File: config.mk
export PLATFORM = sky130hd
export DESIGN_NAME = prog_datapath
export DESIGN_NICKNAME = d
export VERILOG_FILES = /design/src/dp_pkg.sv /design/src/queue_if.sv /design/src/prog_datapath.sv /design/src/queue_fifo.sv
export SDC_FILE = /design/constraint.sdc
export NUM_CORES = 1
export LEC_CHECK = 0
export BUFFER_PORTS_ARGS = -buffer_cell sky130_fd_sc_hd__buf_4
export CAP_MARGIN = 20
export CORE_UTILIZATION = 60
export CTS_CLUSTER_DIAMETER = 200
export DETAILED_ROUTE_END_ITERATION = 7
export HOLD_SLACK_MARGIN = 0.08
export PLACE_DENSITY = 0.78
export SYNTH_ARGS = -nofsm -noshare
export SYNTH_HDL_FRONTEND = slang
export SYNTH_HIERARCHICAL = 1
export SYNTH_SLANG_ARGS = --single-unit
File: constraint.sdc
create_clock -name mclk -period 5.36 [get_ports mclk]
set_clock_uncertainty 0.15 [all_clocks]
set_input_delay 0.536 -clock mclk [delete_from_list [all_inputs] [get_ports mclk]]
set_output_delay 0.536 -clock mclk [all_outputs]
set_load 0.01 [all_outputs]
File: src/dp_pkg.sv
// Constants and types for the programmable datapath slice.
// Assumes one clock domain and the documented register set.
package dp_pkg;

  // ****************************************
  // Widths and depths
  // ****************************************
  localparam int DATA_W      = 8;
  localparam int CFG_W       = 16;
  localparam int CFG_DEPTH   = 8;
  localparam int CFG_AW      = 3;
  localparam int QUEUE_DEPTH = 4;
  localparam int QUEUE_PW    = 2;
  localparam int QUEUE_CW    = 3;
  localparam int REG_AW      = 3;
  localparam int NUM_QUEUES  = 2;

  // ****************************************
  // Register indices on the working register port
  // ****************************************
  localparam logic [REG_AW-1:0] REG_ACC0   = 3'h0;
  localparam logic [REG_AW-1:0] REG_ACC1   = 3'h1;
  localparam logic [REG_AW-1:0] REG_OPR0   = 3'h2;
  localparam logic [REG_AW-1:0] REG_OPR1   = 3'h3;
  localparam logic [REG_AW-1:0] REG_QUEUE0 = 3'h4;
  localparam logic [REG_AW-1:0] REG_QUEUE1 = 3'h5;
  localparam logic [REG_AW-1:0] REG_STATUS = 3'h6;

  // ****************************************
  // Configuration word fields
  // ****************************************
  localparam int CFG_FUNC_LSB  = 0;
  localparam int CFG_SRCA_LSB  = 3;
  localparam int CFG_SRCB_LSB  = 5;
  localparam int CFG_ACC0_LSB  = 7;
  localparam int CFG_ACC1_LSB  = 9;
  localparam int CFG_OPR0_LOAD = 11;
  localparam int CFG_OPR1_LOAD = 12;
  localparam int CFG_Q0_CAP    = 13;
  localparam int CFG_Q0_SRC    = 14;
  localparam int CFG_Q1_CAP    = 15;

  // Status register bit positions
  localparam int STS_Q0_EMPTY = 0;
  localparam int STS_Q0_FULL  = 1;
  localparam int STS_Q1_EMPTY = 2;
  localparam int STS_Q1_FULL  = 3;

  // ****************************************
  // Reset values
  // ****************************************
  localparam logic [DATA_W-1:0] REG_RESET = 8'h00;
  localparam logic [CFG_W-1:0]  CFG_RESET = 16'h0000;

  // ****************************************
  // Types
  // ****************************************
  typedef enum logic [2:0] {
    ALU_PASS, ALU_INC, ALU_DEC, ALU_ADD,
    ALU_SUB, ALU_AND, ALU_OR, ALU_XOR
  } alu_func_t;

  typedef enum logic [1:0] {
    SEL_ACC0, SEL_ACC1, SEL_OPR0, SEL_OPR1
  } operand_sel_t;

  typedef enum logic [1:0] {
    ACC_HOLD, ACC_ALU, ACC_QUEUE, ACC_RSVD
  } acc_load_t;

endpackage

File: src/queue_if.sv
// Interface between the datapath core and one byte queue.
// Assumes push and pop are already qualified by the clock enable.
`timescale 1ns/1ps
interface queue_if;
  logic                      push;
  logic                      pop;
  logic [dp_pkg::DATA_W-1:0] din;
  logic [dp_pkg::DATA_W-1:0] dout;
  logic                      empty;
  logic                      full;

  modport store (input push, pop, din, output dout, empty, full);
  modport user  (output push, pop, din, input dout, empty, full);
endinterface

File: src/prog_datapath.sv
// Programmable 8-bit datapath slice with dynamic configuration memory.
// Assumes synchronous inputs on mclk and a routed config address.
//
// Function
// - The ALU is 8 bits wide and finishes each operation in one cycle.
// - The ALU offers inc, dec, add, sub, and, or, xor and pass.
// - Pass forwards operand A unchanged to the result and its sinks.
// - Both accumulators are ALU sources, ALU sinks and compare inputs.
// - Both operand registers feed ALU and compare but never take results.
// - Compare logic flags equal and less-than between the two operands.
// - Each queue holds four bytes and links the bus to the datapath.
// - Queues load accumulators and operand regs or capture data: acc0/ALU into queue 0, ALU only into queue 1.
// - All six working registers are readable and writable by the bus.
// - An eight-entry by 16-bit memory holds the configurations.
// - The selected configuration entry steers the datapath every cycle.
// - The datapath has its own clock gate apart from other subblocks.
`timescale 1ns/1ps
module prog_datapath
  import dp_pkg::*;
(
  input  wire logic                  mclk,
  input  wire logic                  nrst,
  input  wire logic                  ce,
  input  wire logic                  dp_clk_en,
  input  wire logic [CFG_AW-1:0]     cfg_addr,
  input  wire logic                  cfg_wr,
  input  wire logic [CFG_AW-1:0]     cfg_waddr,
  input  wire logic [CFG_W-1:0]      cfg_wdata,
  input  wire logic                  bus_wr,
  input  wire logic                  bus_rd,
  input  wire logic [REG_AW-1:0]     bus_addr,
  input  wire logic [DATA_W-1:0]     bus_wdata,
  output logic      [DATA_W-1:0]     bus_rdata,
  output logic                       bus_rvalid,
  output logic      [DATA_W-1:0]     alu_out,
  output logic                       carry_out,
  output logic                       zero_out,
  output logic                       cmp_eq,
  output logic                       cmp_lt,
  output logic      [NUM_QUEUES-1:0] queue_empty,
  output logic      [NUM_QUEUES-1:0] queue_full
);
  import dp_pkg::*;

  // ****************************************
  // Configuration memory
  // ****************************************
  logic [CFG_W-1:0]  cfg_ram [CFG_DEPTH];
  logic [CFG_W-1:0]  cfg;
  logic              run;
  alu_func_t         func;
  operand_sel_t      sel_a;
  operand_sel_t      sel_b;
  acc_load_t         acc0_load;
  acc_load_t         acc1_load;

  always_ff @(posedge mclk) begin
    if (!nrst) begin
      for (int i = 0; i < CFG_DEPTH; i++) begin
        cfg_ram[i] <= CFG_RESET;
      end
    end else if (ce && cfg_wr) begin
      cfg_ram[cfg_waddr] <= cfg_wdata;
    end
  end

  // Address comes straight from routing each cycle
  assign cfg       = cfg_ram[cfg_addr];
  assign run       = ce && dp_clk_en;
  assign func      = alu_func_t'(cfg[CFG_FUNC_LSB +: 3]);
  assign sel_a     = operand_sel_t'(cfg[CFG_SRCA_LSB +: 2]);
  assign sel_b     = operand_sel_t'(cfg[CFG_SRCB_LSB +: 2]);
  assign acc0_load = acc_load_t'(cfg[CFG_ACC0_LSB +: 2]);
  assign acc1_load = acc_load_t'(cfg[CFG_ACC1_LSB +: 2]);

  // ****************************************
  // Working registers and operand select
  // ****************************************
  logic [DATA_W-1:0] accumulator_zero_ff;
  logic [DATA_W-1:0] accumulator_one_ff;
  logic [DATA_W-1:0] operand_reg_zero_ff;
  logic [DATA_W-1:0] operand_reg_one_ff;
  logic [DATA_W-1:0] opa;
  logic [DATA_W-1:0] opb;
  logic [DATA_W-1:0] nxt_alu;
  logic              nxt_carry;

  function automatic logic [DATA_W-1:0] pick(
    input operand_sel_t      s,
    input logic [DATA_W-1:0] a0,
    input logic [DATA_W-1:0] a1,
    input logic [DATA_W-1:0] d0,
    input logic [DATA_W-1:0] d1
  );
    case (s)
      SEL_ACC0: pick = a0;
      SEL_ACC1: pick = a1;
      SEL_OPR0: pick = d0;
      default:  pick = d1;
    endcase
  endfunction

  assign opa = pick(sel_a, accumulator_zero_ff, accumulator_one_ff,
                    operand_reg_zero_ff, operand_reg_one_ff);
  assign opb = pick(sel_b, accumulator_zero_ff, accumulator_one_ff,
                    operand_reg_zero_ff, operand_reg_one_ff);

  // ****************************************
  // ALU
  // ****************************************
  always_comb begin
    nxt_carry = 1'b0;
    case (func)
      ALU_INC: {nxt_carry, nxt_alu} = {1'b0, opa} + 9'h001;
      ALU_DEC: {nxt_carry, nxt_alu} = {1'b0, opa} - 9'h001;
      ALU_ADD: {nxt_carry, nxt_alu} = {1'b0, opa} + {1'b0, opb};
      ALU_SUB: {nxt_carry, nxt_alu} = {1'b0, opa} - {1'b0, opb};
      ALU_AND: nxt_alu = opa & opb;
      ALU_OR:  nxt_alu = opa | opb;
      ALU_XOR: nxt_alu = opa ^ opb;
      default: nxt_alu = opa;
    endcase
  end

  // ****************************************
  // Queues
  // ****************************************
  logic [NUM_QUEUES-1:0]             bus_q_wr;
  logic [NUM_QUEUES-1:0]             bus_q_rd;
  logic [NUM_QUEUES-1:0]             dp_push;
  logic [NUM_QUEUES-1:0]             dp_pop;
  logic [NUM_QUEUES-1:0]             q_empty;
  logic [NUM_QUEUES-1:0]             q_full;
  logic [NUM_QUEUES-1:0][DATA_W-1:0] dp_qdata;
  logic [NUM_QUEUES-1:0][DATA_W-1:0] q_dout;

  assign dp_pop[0]   = (acc0_load == ACC_QUEUE) || cfg[CFG_OPR0_LOAD];
  assign dp_pop[1]   = (acc1_load == ACC_QUEUE) || cfg[CFG_OPR1_LOAD];
  assign dp_push[0]  = cfg[CFG_Q0_CAP];
  assign dp_push[1]  = cfg[CFG_Q1_CAP];
  assign dp_qdata[0] = cfg[CFG_Q0_SRC] ? nxt_alu : accumulator_zero_ff;
  assign dp_qdata[1] = nxt_alu;

  for (genvar i = 0; i < NUM_QUEUES; i++) begin : g_queue
    queue_if q_if ();

    assign bus_q_wr[i] = ce && bus_wr &&
                         (bus_addr == REG_QUEUE0 + REG_AW'(i));
    assign bus_q_rd[i] = ce && bus_rd &&
                         (bus_addr == REG_QUEUE0 + REG_AW'(i));
    // Datapath capture wins over a bus write in the same cycle
    assign q_if.push   = (run && dp_push[i]) || bus_q_wr[i];
    assign q_if.din    = (run && dp_push[i]) ? dp_qdata[i] : bus_wdata;
    assign q_if.pop    = (run && dp_pop[i]) || bus_q_rd[i];
    assign q_dout[i]   = q_if.dout;
    assign q_empty[i]  = q_if.empty;
    assign q_full[i]   = q_if.full;

    queue_fifo u_fifo (
      .mclk (mclk),
      .nrst (nrst),
      .q    (q_if)
    );
  end

  // ****************************************
  // Register updates
  // ****************************************
  function automatic logic [DATA_W-1:0] acc_next(
    input acc_load_t         ld,
    input logic [DATA_W-1:0] cur,
    input logic [DATA_W-1:0] alu,
    input logic [DATA_W-1:0] qd,
    input logic              qe
  );
    case (ld)
      ACC_ALU:   acc_next = alu;
      ACC_QUEUE: acc_next = qe ? cur : qd;
      default:   acc_next = cur;
    endcase
  endfunction

  always_ff @(posedge mclk) begin
    if (!nrst) begin
      accumulator_zero_ff <= REG_RESET;
      accumulator_one_ff  <= REG_RESET;
    end else if (ce) begin
      if (bus_wr && bus_addr == REG_ACC0) begin
        accumulator_zero_ff <= bus_wdata;
      end else if (run) begin
        accumulator_zero_ff <= acc_next(acc0_load, accumulator_zero_ff,
                               nxt_alu, q_dout[0], q_empty[0]);
      end
      if (bus_wr && bus_addr == REG_ACC1) begin
        accumulator_one_ff <= bus_wdata;
      end else if (run) begin
        accumulator_one_ff <= acc_next(acc1_load, accumulator_one_ff,
                              nxt_alu, q_dout[1], q_empty[1]);
      end
    end
  end

  // Operand registers load only from the bus or a queue
  always_ff @(posedge mclk) begin
    if (!nrst) begin
      operand_reg_zero_ff <= REG_RESET;
      operand_reg_one_ff  <= REG_RESET;
    end else if (ce) begin
      if (bus_wr && bus_addr == REG_OPR0) begin
        operand_reg_zero_ff <= bus_wdata;
      end else if (run && cfg[CFG_OPR0_LOAD] && !q_empty[0]) begin
        operand_reg_zero_ff <= q_dout[0];
      end
      if (bus_wr && bus_addr == REG_OPR1) begin
        operand_reg_one_ff <= bus_wdata;
      end else if (run && cfg[CFG_OPR1_LOAD] && !q_empty[1]) begin
        operand_reg_one_ff <= q_dout[1];
      end
    end
  end

  // ****************************************
  // Result and compare flags
  // ****************************************
  always_ff @(posedge mclk) begin
    if (!nrst) begin
      alu_out   <= REG_RESET;
      carry_out <= 1'b0;
      zero_out  <= 1'b0;
      cmp_eq    <= 1'b0;
      cmp_lt    <= 1'b0;
    end else if (run) begin
      alu_out   <= nxt_alu;
      carry_out <= nxt_carry;
      zero_out  <= (nxt_alu == REG_RESET);
      cmp_eq    <= (opa == opb);
      cmp_lt    <= (opa < opb);
    end
  end

  always_ff @(posedge mclk) begin
    if (!nrst) begin
      queue_empty <= {NUM_QUEUES{1'b1}};
      queue_full  <= '0;
    end else if (ce) begin
      queue_empty <= q_empty;
      queue_full  <= q_full;
    end
  end

  // ****************************************
  // Register read port
  // ****************************************
  logic [DATA_W-1:0] nxt_rdata;

  always_comb begin
    nxt_rdata = REG_RESET;
    case (bus_addr)
      REG_ACC0:   nxt_rdata = accumulator_zero_ff;
      REG_ACC1:   nxt_rdata = accumulator_one_ff;
      REG_OPR0:   nxt_rdata = operand_reg_zero_ff;
      REG_OPR1:   nxt_rdata = operand_reg_one_ff;
      REG_QUEUE0: nxt_rdata = q_dout[0];
      REG_QUEUE1: nxt_rdata = q_dout[1];
      REG_STATUS: begin
        nxt_rdata[STS_Q0_EMPTY] = q_empty[0];
        nxt_rdata[STS_Q0_FULL]  = q_full[0];
        nxt_rdata[STS_Q1_EMPTY] = q_empty[1];
        nxt_rdata[STS_Q1_FULL]  = q_full[1];
      end
      default:    nxt_rdata = REG_RESET;
    endcase
  end

  always_ff @(posedge mclk) begin
    if (!nrst) begin
      bus_rdata  <= REG_RESET;
      bus_rvalid <= 1'b0;
    end else if (ce) begin
      bus_rvalid <= bus_rd;
      if (bus_rd) begin
        bus_rdata <= nxt_rdata;
      end
    end
  end
endmodule

File: src/queue_fifo.sv
// Four-entry byte queue with show-ahead output.
// Assumes requests already gated by the owner's clock enable.
`timescale 1ns/1ps
module queue_fifo (
  input wire logic mclk,
  input wire logic nrst,
  queue_if.store   q
);
  import dp_pkg::*;

  logic [DATA_W-1:0]   mem [QUEUE_DEPTH];
  logic [QUEUE_PW-1:0] wr_ptr_ff;
  logic [QUEUE_PW-1:0] rd_ptr_ff;
  logic [QUEUE_CW-1:0] count_ff;
  logic                do_push;
  logic                do_pop;

  // Full queue still accepts a push when a pop frees a slot
  assign do_pop  = q.pop && (count_ff != '0);
  assign do_push = q.push &&
                   (count_ff != QUEUE_CW'(QUEUE_DEPTH) || do_pop);

  assign q.dout  = mem[rd_ptr_ff];
  assign q.empty = (count_ff == '0);
  assign q.full  = (count_ff == QUEUE_CW'(QUEUE_DEPTH));

  always_ff @(posedge mclk) begin
    if (do_push) begin
      mem[wr_ptr_ff] <= q.din;
    end
  end

  always_ff @(posedge mclk) begin
    if (!nrst) begin
      wr_ptr_ff <= '0;
      rd_ptr_ff <= '0;
      count_ff  <= '0;
    end else begin
      if (do_push) begin
        wr_ptr_ff <= wr_ptr_ff + 2'h1;
      end
      if (do_pop) begin
        rd_ptr_ff <= rd_ptr_ff + 2'h1;
      end
      if (do_push && !do_pop) begin
        count_ff <= count_ff + 3'h1;
      end else if (do_pop && !do_push) begin
        count_ff <= count_ff - 3'h1;
      end
    end
  end
endmodule

# == Yosys cells after proc, flatten, opt, wreduce, memory -nomap -nowiden ==
# Memory sizes are Yosys's and may differ from the RTL's. A register that Yosys moved wholly into a read port is not among the register bits.
# Index checks and enable logic that the tools add are counted.
# totals
word_cells,170
mem_bits_rw,192
inputBits,40
register_bits,71
out_inout_bits,25
mem_count,3
# mem_list
name,depth,word_bits,rd,rd_ports_with_merged_regs,write_ports,line_no,rtl
cfg_ram,8,16,1,0,8,prog_datapath.sv:48,logic [CFG_W-1:0] cfg_ram [CFG_DEPTH];
g_queue[0].u_fifo.mem,4,8,1,1,1,queue_fifo.sv:11,logic [DATA_W-1:0] mem [QUEUE_DEPTH];
g_queue[1].u_fifo.mem,4,8,1,1,1,queue_fifo.sv:11,
# classes
addsub,12
n_eq_ne,28
n_mux,40
reduce_logical,64
n_bitwise,3
n_lt_le_gt_ge,1
# op_table
operator,n
2-to-1 mux 8 bit,13
case mux 8 bit (7 select lines),1
case mux 8 bit (3 select lines),2
case mux 8 bit (2 select lines),2
logical AND 1 bit,28
case mux 4 bit (7 select lines),1
"== test 3 bit, second input constant",9
case mux 4 bit (6 select lines),1
2-to-1 mux 16 bit,1
OR reduction 16 bit,1
2-to-1 mux 3 bit,5
"== test 3 x 2 -> 1 bit, second input constant",4
nonzero test 2 bit,6
nonzero test 3 bit,4
"adder 8 x 1 -> 9 bit, second input constant",1
adder 8 x 8 -> 9 bit,1
zero test 3 bit,3
2-to-1 mux 1 bit,9
"subtractor 8 x 1 -> 9 bit, second input constant",1
subtractor 8 x 8 -> 9 bit,1
"adder 2 x 1 -> 2 bit, second input constant",4
bitwise AND 8 bit,1
"== test 2 x 1 -> 1 bit, second input constant",4
"== test 2 bit, second input constant",4
other kinds (17),41

# == Longest topological paths before layout ==
# An unclocked memory read counts as a cell.
# depth
ltp_word,12
ltp_mapped,20
depth_no_buf,17

# == Modules after synthesis ==
# Netlist, hierarchy kept.
# modules_own_cells
mod,area_per_inst_um2,cells_each,seq_area_each_um2,instances
prog_datapath,11319.6,1049,4984.8,1
queue_fifo,1644.1,90,1141.1,2

# == Least setup slack after synthesis ==
# OpenSTA, ideal clock, no wires.
# synth_timing
path_kind,input to register
startpoint,input port cfg_addr[0]
endpoint,register g_queue[0].u_fifo.count_ff[2]
slack_ns,0.429
setup_time_ns,0.076
arrival_ns,4.706
required_ns,5.134
path_stages,18
path_buffers,5
cell_sequence,buf_6 buf_6 buf_2 buf_1 mux4_2 mux2_2 ha_1 clkbuf_1 inv_1 a21oi_1 or2_2 o31ai_2 ha_1 inv_1 fa_1 xor2_1 or3_1 a21boi_0
# synth_via
elab_chain_cells,11
word_cells_on_any_way,16
cone_classes,eq/ne: 1; mux: 1; reduce/logical: 13; memory: 1
# synth_rtl
item,line_no,rtl
"start, declared",prog_datapath.sv:25,"input wire logic [CFG_AW-1:0] cfg_addr,"
memory read (8 x 16 bit) (*),--,
== test 2 bit,prog_datapath.sv:137,assign dp_pop[0] = (acc0_load == ACC_QUEUE) || cfg[CFG_OPR0_LOAD];
logical OR 1 bit (*),prog_datapath.sv:137,
logical AND 1 bit (*),prog_datapath.sv:154,assign q_if.pop = (run && dp_pop[i]) || bus_q_rd[i];
logical OR 1 bit (*),prog_datapath.sv:154,
net g_queue[0].q_if.pop,queue_if.sv:6,logic pop;
logical AND 1 bit (*),queue_fifo.sv:19,assign do_pop = q.pop && (count_ff != '0);
logical OR 1 bit,queue_fifo.sv:21,(count_ff != QUEUE_CW'(QUEUE_DEPTH) || do_pop);
logical AND 1 bit,queue_fifo.sv:20,assign do_push = q.push &&
zero test 1 bit,queue_fifo.sv:47,end else if (do_pop && !do_push) begin
logical AND 1 bit,queue_fifo.sv:47,
nonzero test 2 bit (no line),--,
"end signal, assigned",queue_fifo.sv:46,count_ff <= count_ff + 3'h1;
"end signal, assigned",queue_fifo.sv:48,count_ff <= count_ff - 3'h1;
"end, declared",queue_fifo.sv:14,logic [QUEUE_CW-1:0] count_ff;
# The timed path passes the listed nets; every way through them passes the cells marked *.
# A chain may end at the register's enable or synchronous reset.

# == Worst setup path in the final report ==
# layout_timing
startpoint,memory cfg_ram[3][5]
endpoint,"memory g_queue[0].u_fifo.mem[2][4], data pin"
# layout_via
elab_chain_cells,7
word_cells_on_any_way,13
cone_classes,add/sub: 2; eq/ne: 2; mux: 4; bitwise: 3; reduce/logical: 1; memory: 1
# layout_rtl
item,line_no,rtl
"start, declared",prog_datapath.sv:48,
memory read (8 x 16 bit) (*),--,
"== test 2 bit, or another cell as far along",prog_datapath.sv:95,case (s)
case mux 8 bit (3 select lines) (*),prog_datapath.sv:95,
"subtractor 8 x 8 -> 9 bit, or another cell as far along",prog_datapath.sv:117,"ALU_SUB: {nxt_carry, nxt_alu} = {1'b0, opa} - {1'b0, opb};"
case mux 8 bit (7 select lines) (*),prog_datapath.sv:113,case (func)
2-to-1 mux 8 bit (*),prog_datapath.sv:141,assign dp_qdata[0] = cfg[CFG_Q0_SRC] ? nxt_alu : accumulator_zero_ff;
2-to-1 mux 8 bit (*),prog_datapath.sv:153,assign q_if.din = (run && dp_push[i]) ? dp_qdata[i] : bus_wdata;
"net g_queue[0].q_if.din, one bit",queue_if.sv:7,logic [dp_pkg::DATA_W-1:0] din;
"end, declared",queue_fifo.sv:11,
# Marked as above.

==> summary.txt <==
CTS
  • CTS Hold Bufs: 0
  • Clock Tree Root: clkbuf_16
  • Post-cts resize count: 0
  • Cts bufs inserted: 28
  • Maximum root-to-sink buffer count: 3
  • Post CTS Setup Buffer Count: 0
  • Max H-tree Level: 1
  • Sink Count: 267
  • Clock Latency Late Sink: 0.58 ns
  • CTS tree: built
  • Worst-path clk slew: 0.07 ns

Synthesis
  • Synth area leader: edfxtp_1
  • Ys async rst share: 0
  • Sequential share of the synthesized area: 0.497
  • Cells after synthesis: 1,229
  • Synth cell types: 75
  • Synth Flop Type: edfxtp_1
  • Synth Net Count: 1,310
  • Number of flops mapped to enable cells by yosys: 192
  • Avg Inst Size Synth: 11.9 µm²
  • Yosys synthesis warning count: 6
  • Largest cells by area after synthesis: edfxtp_1 39%, dfxtp_1 10%, mux4_2 8.2%, mux2i_1 6.6%, and2_1 6.3%
  • Post-synth top area share: 0.395
  • Syn Std Cell Area: 14,600 µm²
  • Top-count cell post-synth: edfxtp_1
  • Most frequent cells after synthesis: 192 x edfxtp_1, 147 x and2_1, 97 x mux2i_1
  • Register bit count reported by yosys: 267

Outcome
  • Status: finished clean

Critical path
  • Length in cells of the worst reg-to-reg path: 16
  • Req. time, crit path: 5.54 ns
  • Crit Path Class: flip-flop to flip-flop
  • Reg2reg end: g_queue[0].u_fifo/mem[2][4]
  • Worst path arrival time: 4.99 ns
  • Crit. End Element: flip-flop
  • CP max FO: 7
  • FF-to-FF setup slack: 0.55 ns
  • Worst R2R Start: cfg_ram[3][5]
  • Worst Setup Start Kind: flip-flop

Power
  • Total power: 5.59 mW
  • Clk pwr share: 0.340
  • Max IR drop VDD: 0.000274 V
  • Logic gate share of total power: 0.224
  • Sw Ratio: 0.294
  • Sequential share of power: 0.436
  • Pleak: 6.17 nW
  • Sw power: 1.65 mW
  • Int Pwr: 3.94 mW
  • PwrDens: 338 nW/µm²

Placement
  • Global placement routability congestion: 1.02
  • Placed cell areas: 15,600 µm²
  • Dpl cells: 1,592
  • Pre-CTS setup slack: 0.190 ns
  • IO Port Bufs: 64
  • Detailed-placement wirelength estimate: 26.5 mm

Cells and area
  • Area growth, synth to finish: 13.2%
  • Final Cell Area: 16,500 µm²
  • Final layout net count: 1,390
  • Layout cell share with drive strength beyond 1: 0.201
  • Final Util: 0.698
  • Antenna diodes: 0
  • Non-filler cells, final: 1,650
  • FILL cells: 1,727

STA
  • Max-slew violations: 0
  • Setup_tns: 0 ns
  • Tcrit/Tclk final: 0.898
  • Setup Viol. Count Final: 0
  • Worst slew pin tran: 1.23 ns
  • Final hold vios: 0
  • Final WS setup: 0.546 ns
  • Fmax: 208 MHz
  • Tmin final: 4.81 ns
  • RSZ-0062 raised after global routing: false
  • Worst-case hold slack: 0.135 ns
  • Slew margin rel.: 0.176

Route
  • 1st-pass router iterations: 5
  • Drt initial violations: 956
  • DR vias: 10,400
  • Routed WL: 38.5 mm
  • DRT antenna net count: 0
  • Via density: 6.29
  • Routed len/inst: 23.4 µm
  • DRC Markers: 0

Global route
  • GRT Resource Usage Total: 0.316
  • Initial antenna violation count: 0
  • Vias in the first global route: 10,000
  • Largest net degree at the start of global routing: 49
  • First-pass GRT wire length: 58.4 mm
  • Grt ovf: 0

Floorplan
  • Initial Utilization: 0.617
  • DIE HEIGHT: 158 µm
  • Core Region: 23,700 µm²
  • Width of the die: 158 µm
  • Num rows: 56
  • Die ar.: 25,000 µm²
  • Ports: 65

Hold path
  • Hold EP: cfg_ram[2][14]
  • Hold depth: 2
  • Hold Crit Start: cfg_wdata[14]
  • Min-Delay Path Class: primary input to flip-flop

Run
  • Maxcap violations: 0
## power groups by stage
stage          logic, mW  clock network (mW)  registers [mW]
5_1_grt             1.34                1.99            2.45
2_1_floorplan      0.831                   0            2.45
6_report            1.25                1.90            2.44
3_3_place_gp        1.21                   0            2.47
4_1_cts             1.22                1.91            2.44
3_5_place_dp        1.21                   0            2.48
## state kept, by name (all words and copies together), names as in the netlist, 4 cells and up, named ones only
name	cells
alu_out	8
g_queue.u_fifo/mem	64
g_queue.u_fifo/rd_ptr_ff	4
accumulator_one_ff	8
operand_reg_one_ff	8
operand_reg_zero_ff	8
bus_rdata	8
g_queue.u_fifo/count_ff	6
accumulator_zero_ff	8
cfg_ram	128
g_queue.u_fifo/wr_ptr_ff	4
## layer usage
layer  wire, µm  GRT usage  vias to the layer above
met3       3020     0.0435                      111
met5          0          0                        -
met4       1670      0.123                        0
met1      15700      0.436                     5061
li1           -          -                     4725
met2      18100      0.510                      475
## how the worst max path moves through the flow
stage | start | end | slack [ns] | cells past startpoint
global route | cfg_ram[1][5] | g_queue[0].u_fifo/mem[2][6] | 0.37 | 17
detailed placement | cfg_addr[0] | g_queue[0].u_fifo/mem[2][6] | 0.19 | 18
finish | cfg_ram[3][5] | g_queue[0].u_fifo/mem[2][4] | 0.55 | 16
global placement | cfg_addr[0] | g_queue[0].u_fifo/mem[2][6] | 0.27 | 18
CTS | cfg_ram[3][5] | g_queue[0].u_fifo/mem[2][4] | 0.65 | 16
floorplan | cfg_addr[0] | g_queue[0].u_fifo/count_ff[2] | 0.43 | 18
## kinds of logic (layout without fill, tap and decap cells)
| family | after synthesis | count (layout) | share of synthesized area |
|---|---|---|---|
| xor gates and xnor gates | 23 | 23 | 0.0143 |
| DFF | 267 | 267 | 0.497 |
| adders and majority gates | 41 | 41 | 0.0372 |
| AOI/OAI and AO/OA | 222 | 222 | 0.103 |
| buffers and inverters | 106 | 208 | 0.0306 |
| and+or+nand+nor | 389 | 389 | 0.139 |
| muxes | 181 | 181 | 0.179 |
## cell type report
class	instances	area, µm²	area share
clock buffer	36	782	0.0473
timing repair buffer	116	897	0.0542
sequential	267	7270	0.439
clock inverter	16	140	0.00847
inverter	40	150	0.00908
multi-input combinational	856	6910	0.418
tap	319	399	0.0241
## critical path: stages (launching register included)
cell	delay [ns]
edfxtp_1	0.37
mux4_2	0.52
mux2i_4	0.33
mux2i_1	0.25
mux2i_1	0.16
ha_1	0.29
fa_1	0.46
a21o_1	0.18
a21oi_1	0.20
nor2_1	0.07
xor2_1	0.14
a22oi_1	0.08
o21ai_0	0.17
a211oi_1	0.07
o22ai_1	0.57
mux2i_1	0.16
a21oi_1	0.43
## placed cells by master, fill, tap and decap left out, types with 5 or more instances in the layout
cell / Yosys / layout
a311oi_1: 9 / 9
mux2i_4: 7 / 7
xnor2_1: 16 / 16
dfxtp_1: 75 / 75
nor2_1: 87 / 87
ha_1: 37 / 37
nor3_1: 20 / 20
o211ai_1: 10 / 10
clkinv_2: 0 / 5
o311ai_0: 5 / 5
edfxtp_1: 192 / 192
buf_4: 0 / 111
clkinv_1: 1 / 5
nand2b_1: 14 / 14
nand3_1: 10 / 10
o221ai_1: 6 / 6
o22ai_1: 6 / 6
mux4_2: 53 / 53
a211oi_1: 11 / 11
mux2i_1: 97 / 97
nand2_1: 78 / 78
a22oi_1: 5 / 5
nor2b_1: 7 / 7
a32o_1: 5 / 5
clkbuf_16: 0 / 29
mux2_2: 18 / 18
a21oi_1: 72 / 72
o21ai_0: 40 / 34
xor2_1: 6 / 6
inv_1: 38 / 38
o21ai_1: 3 / 7
a31oi_1: 6 / 6
and2_1: 147 / 147
Note: power is estimated with default switching activity, not from simulation.
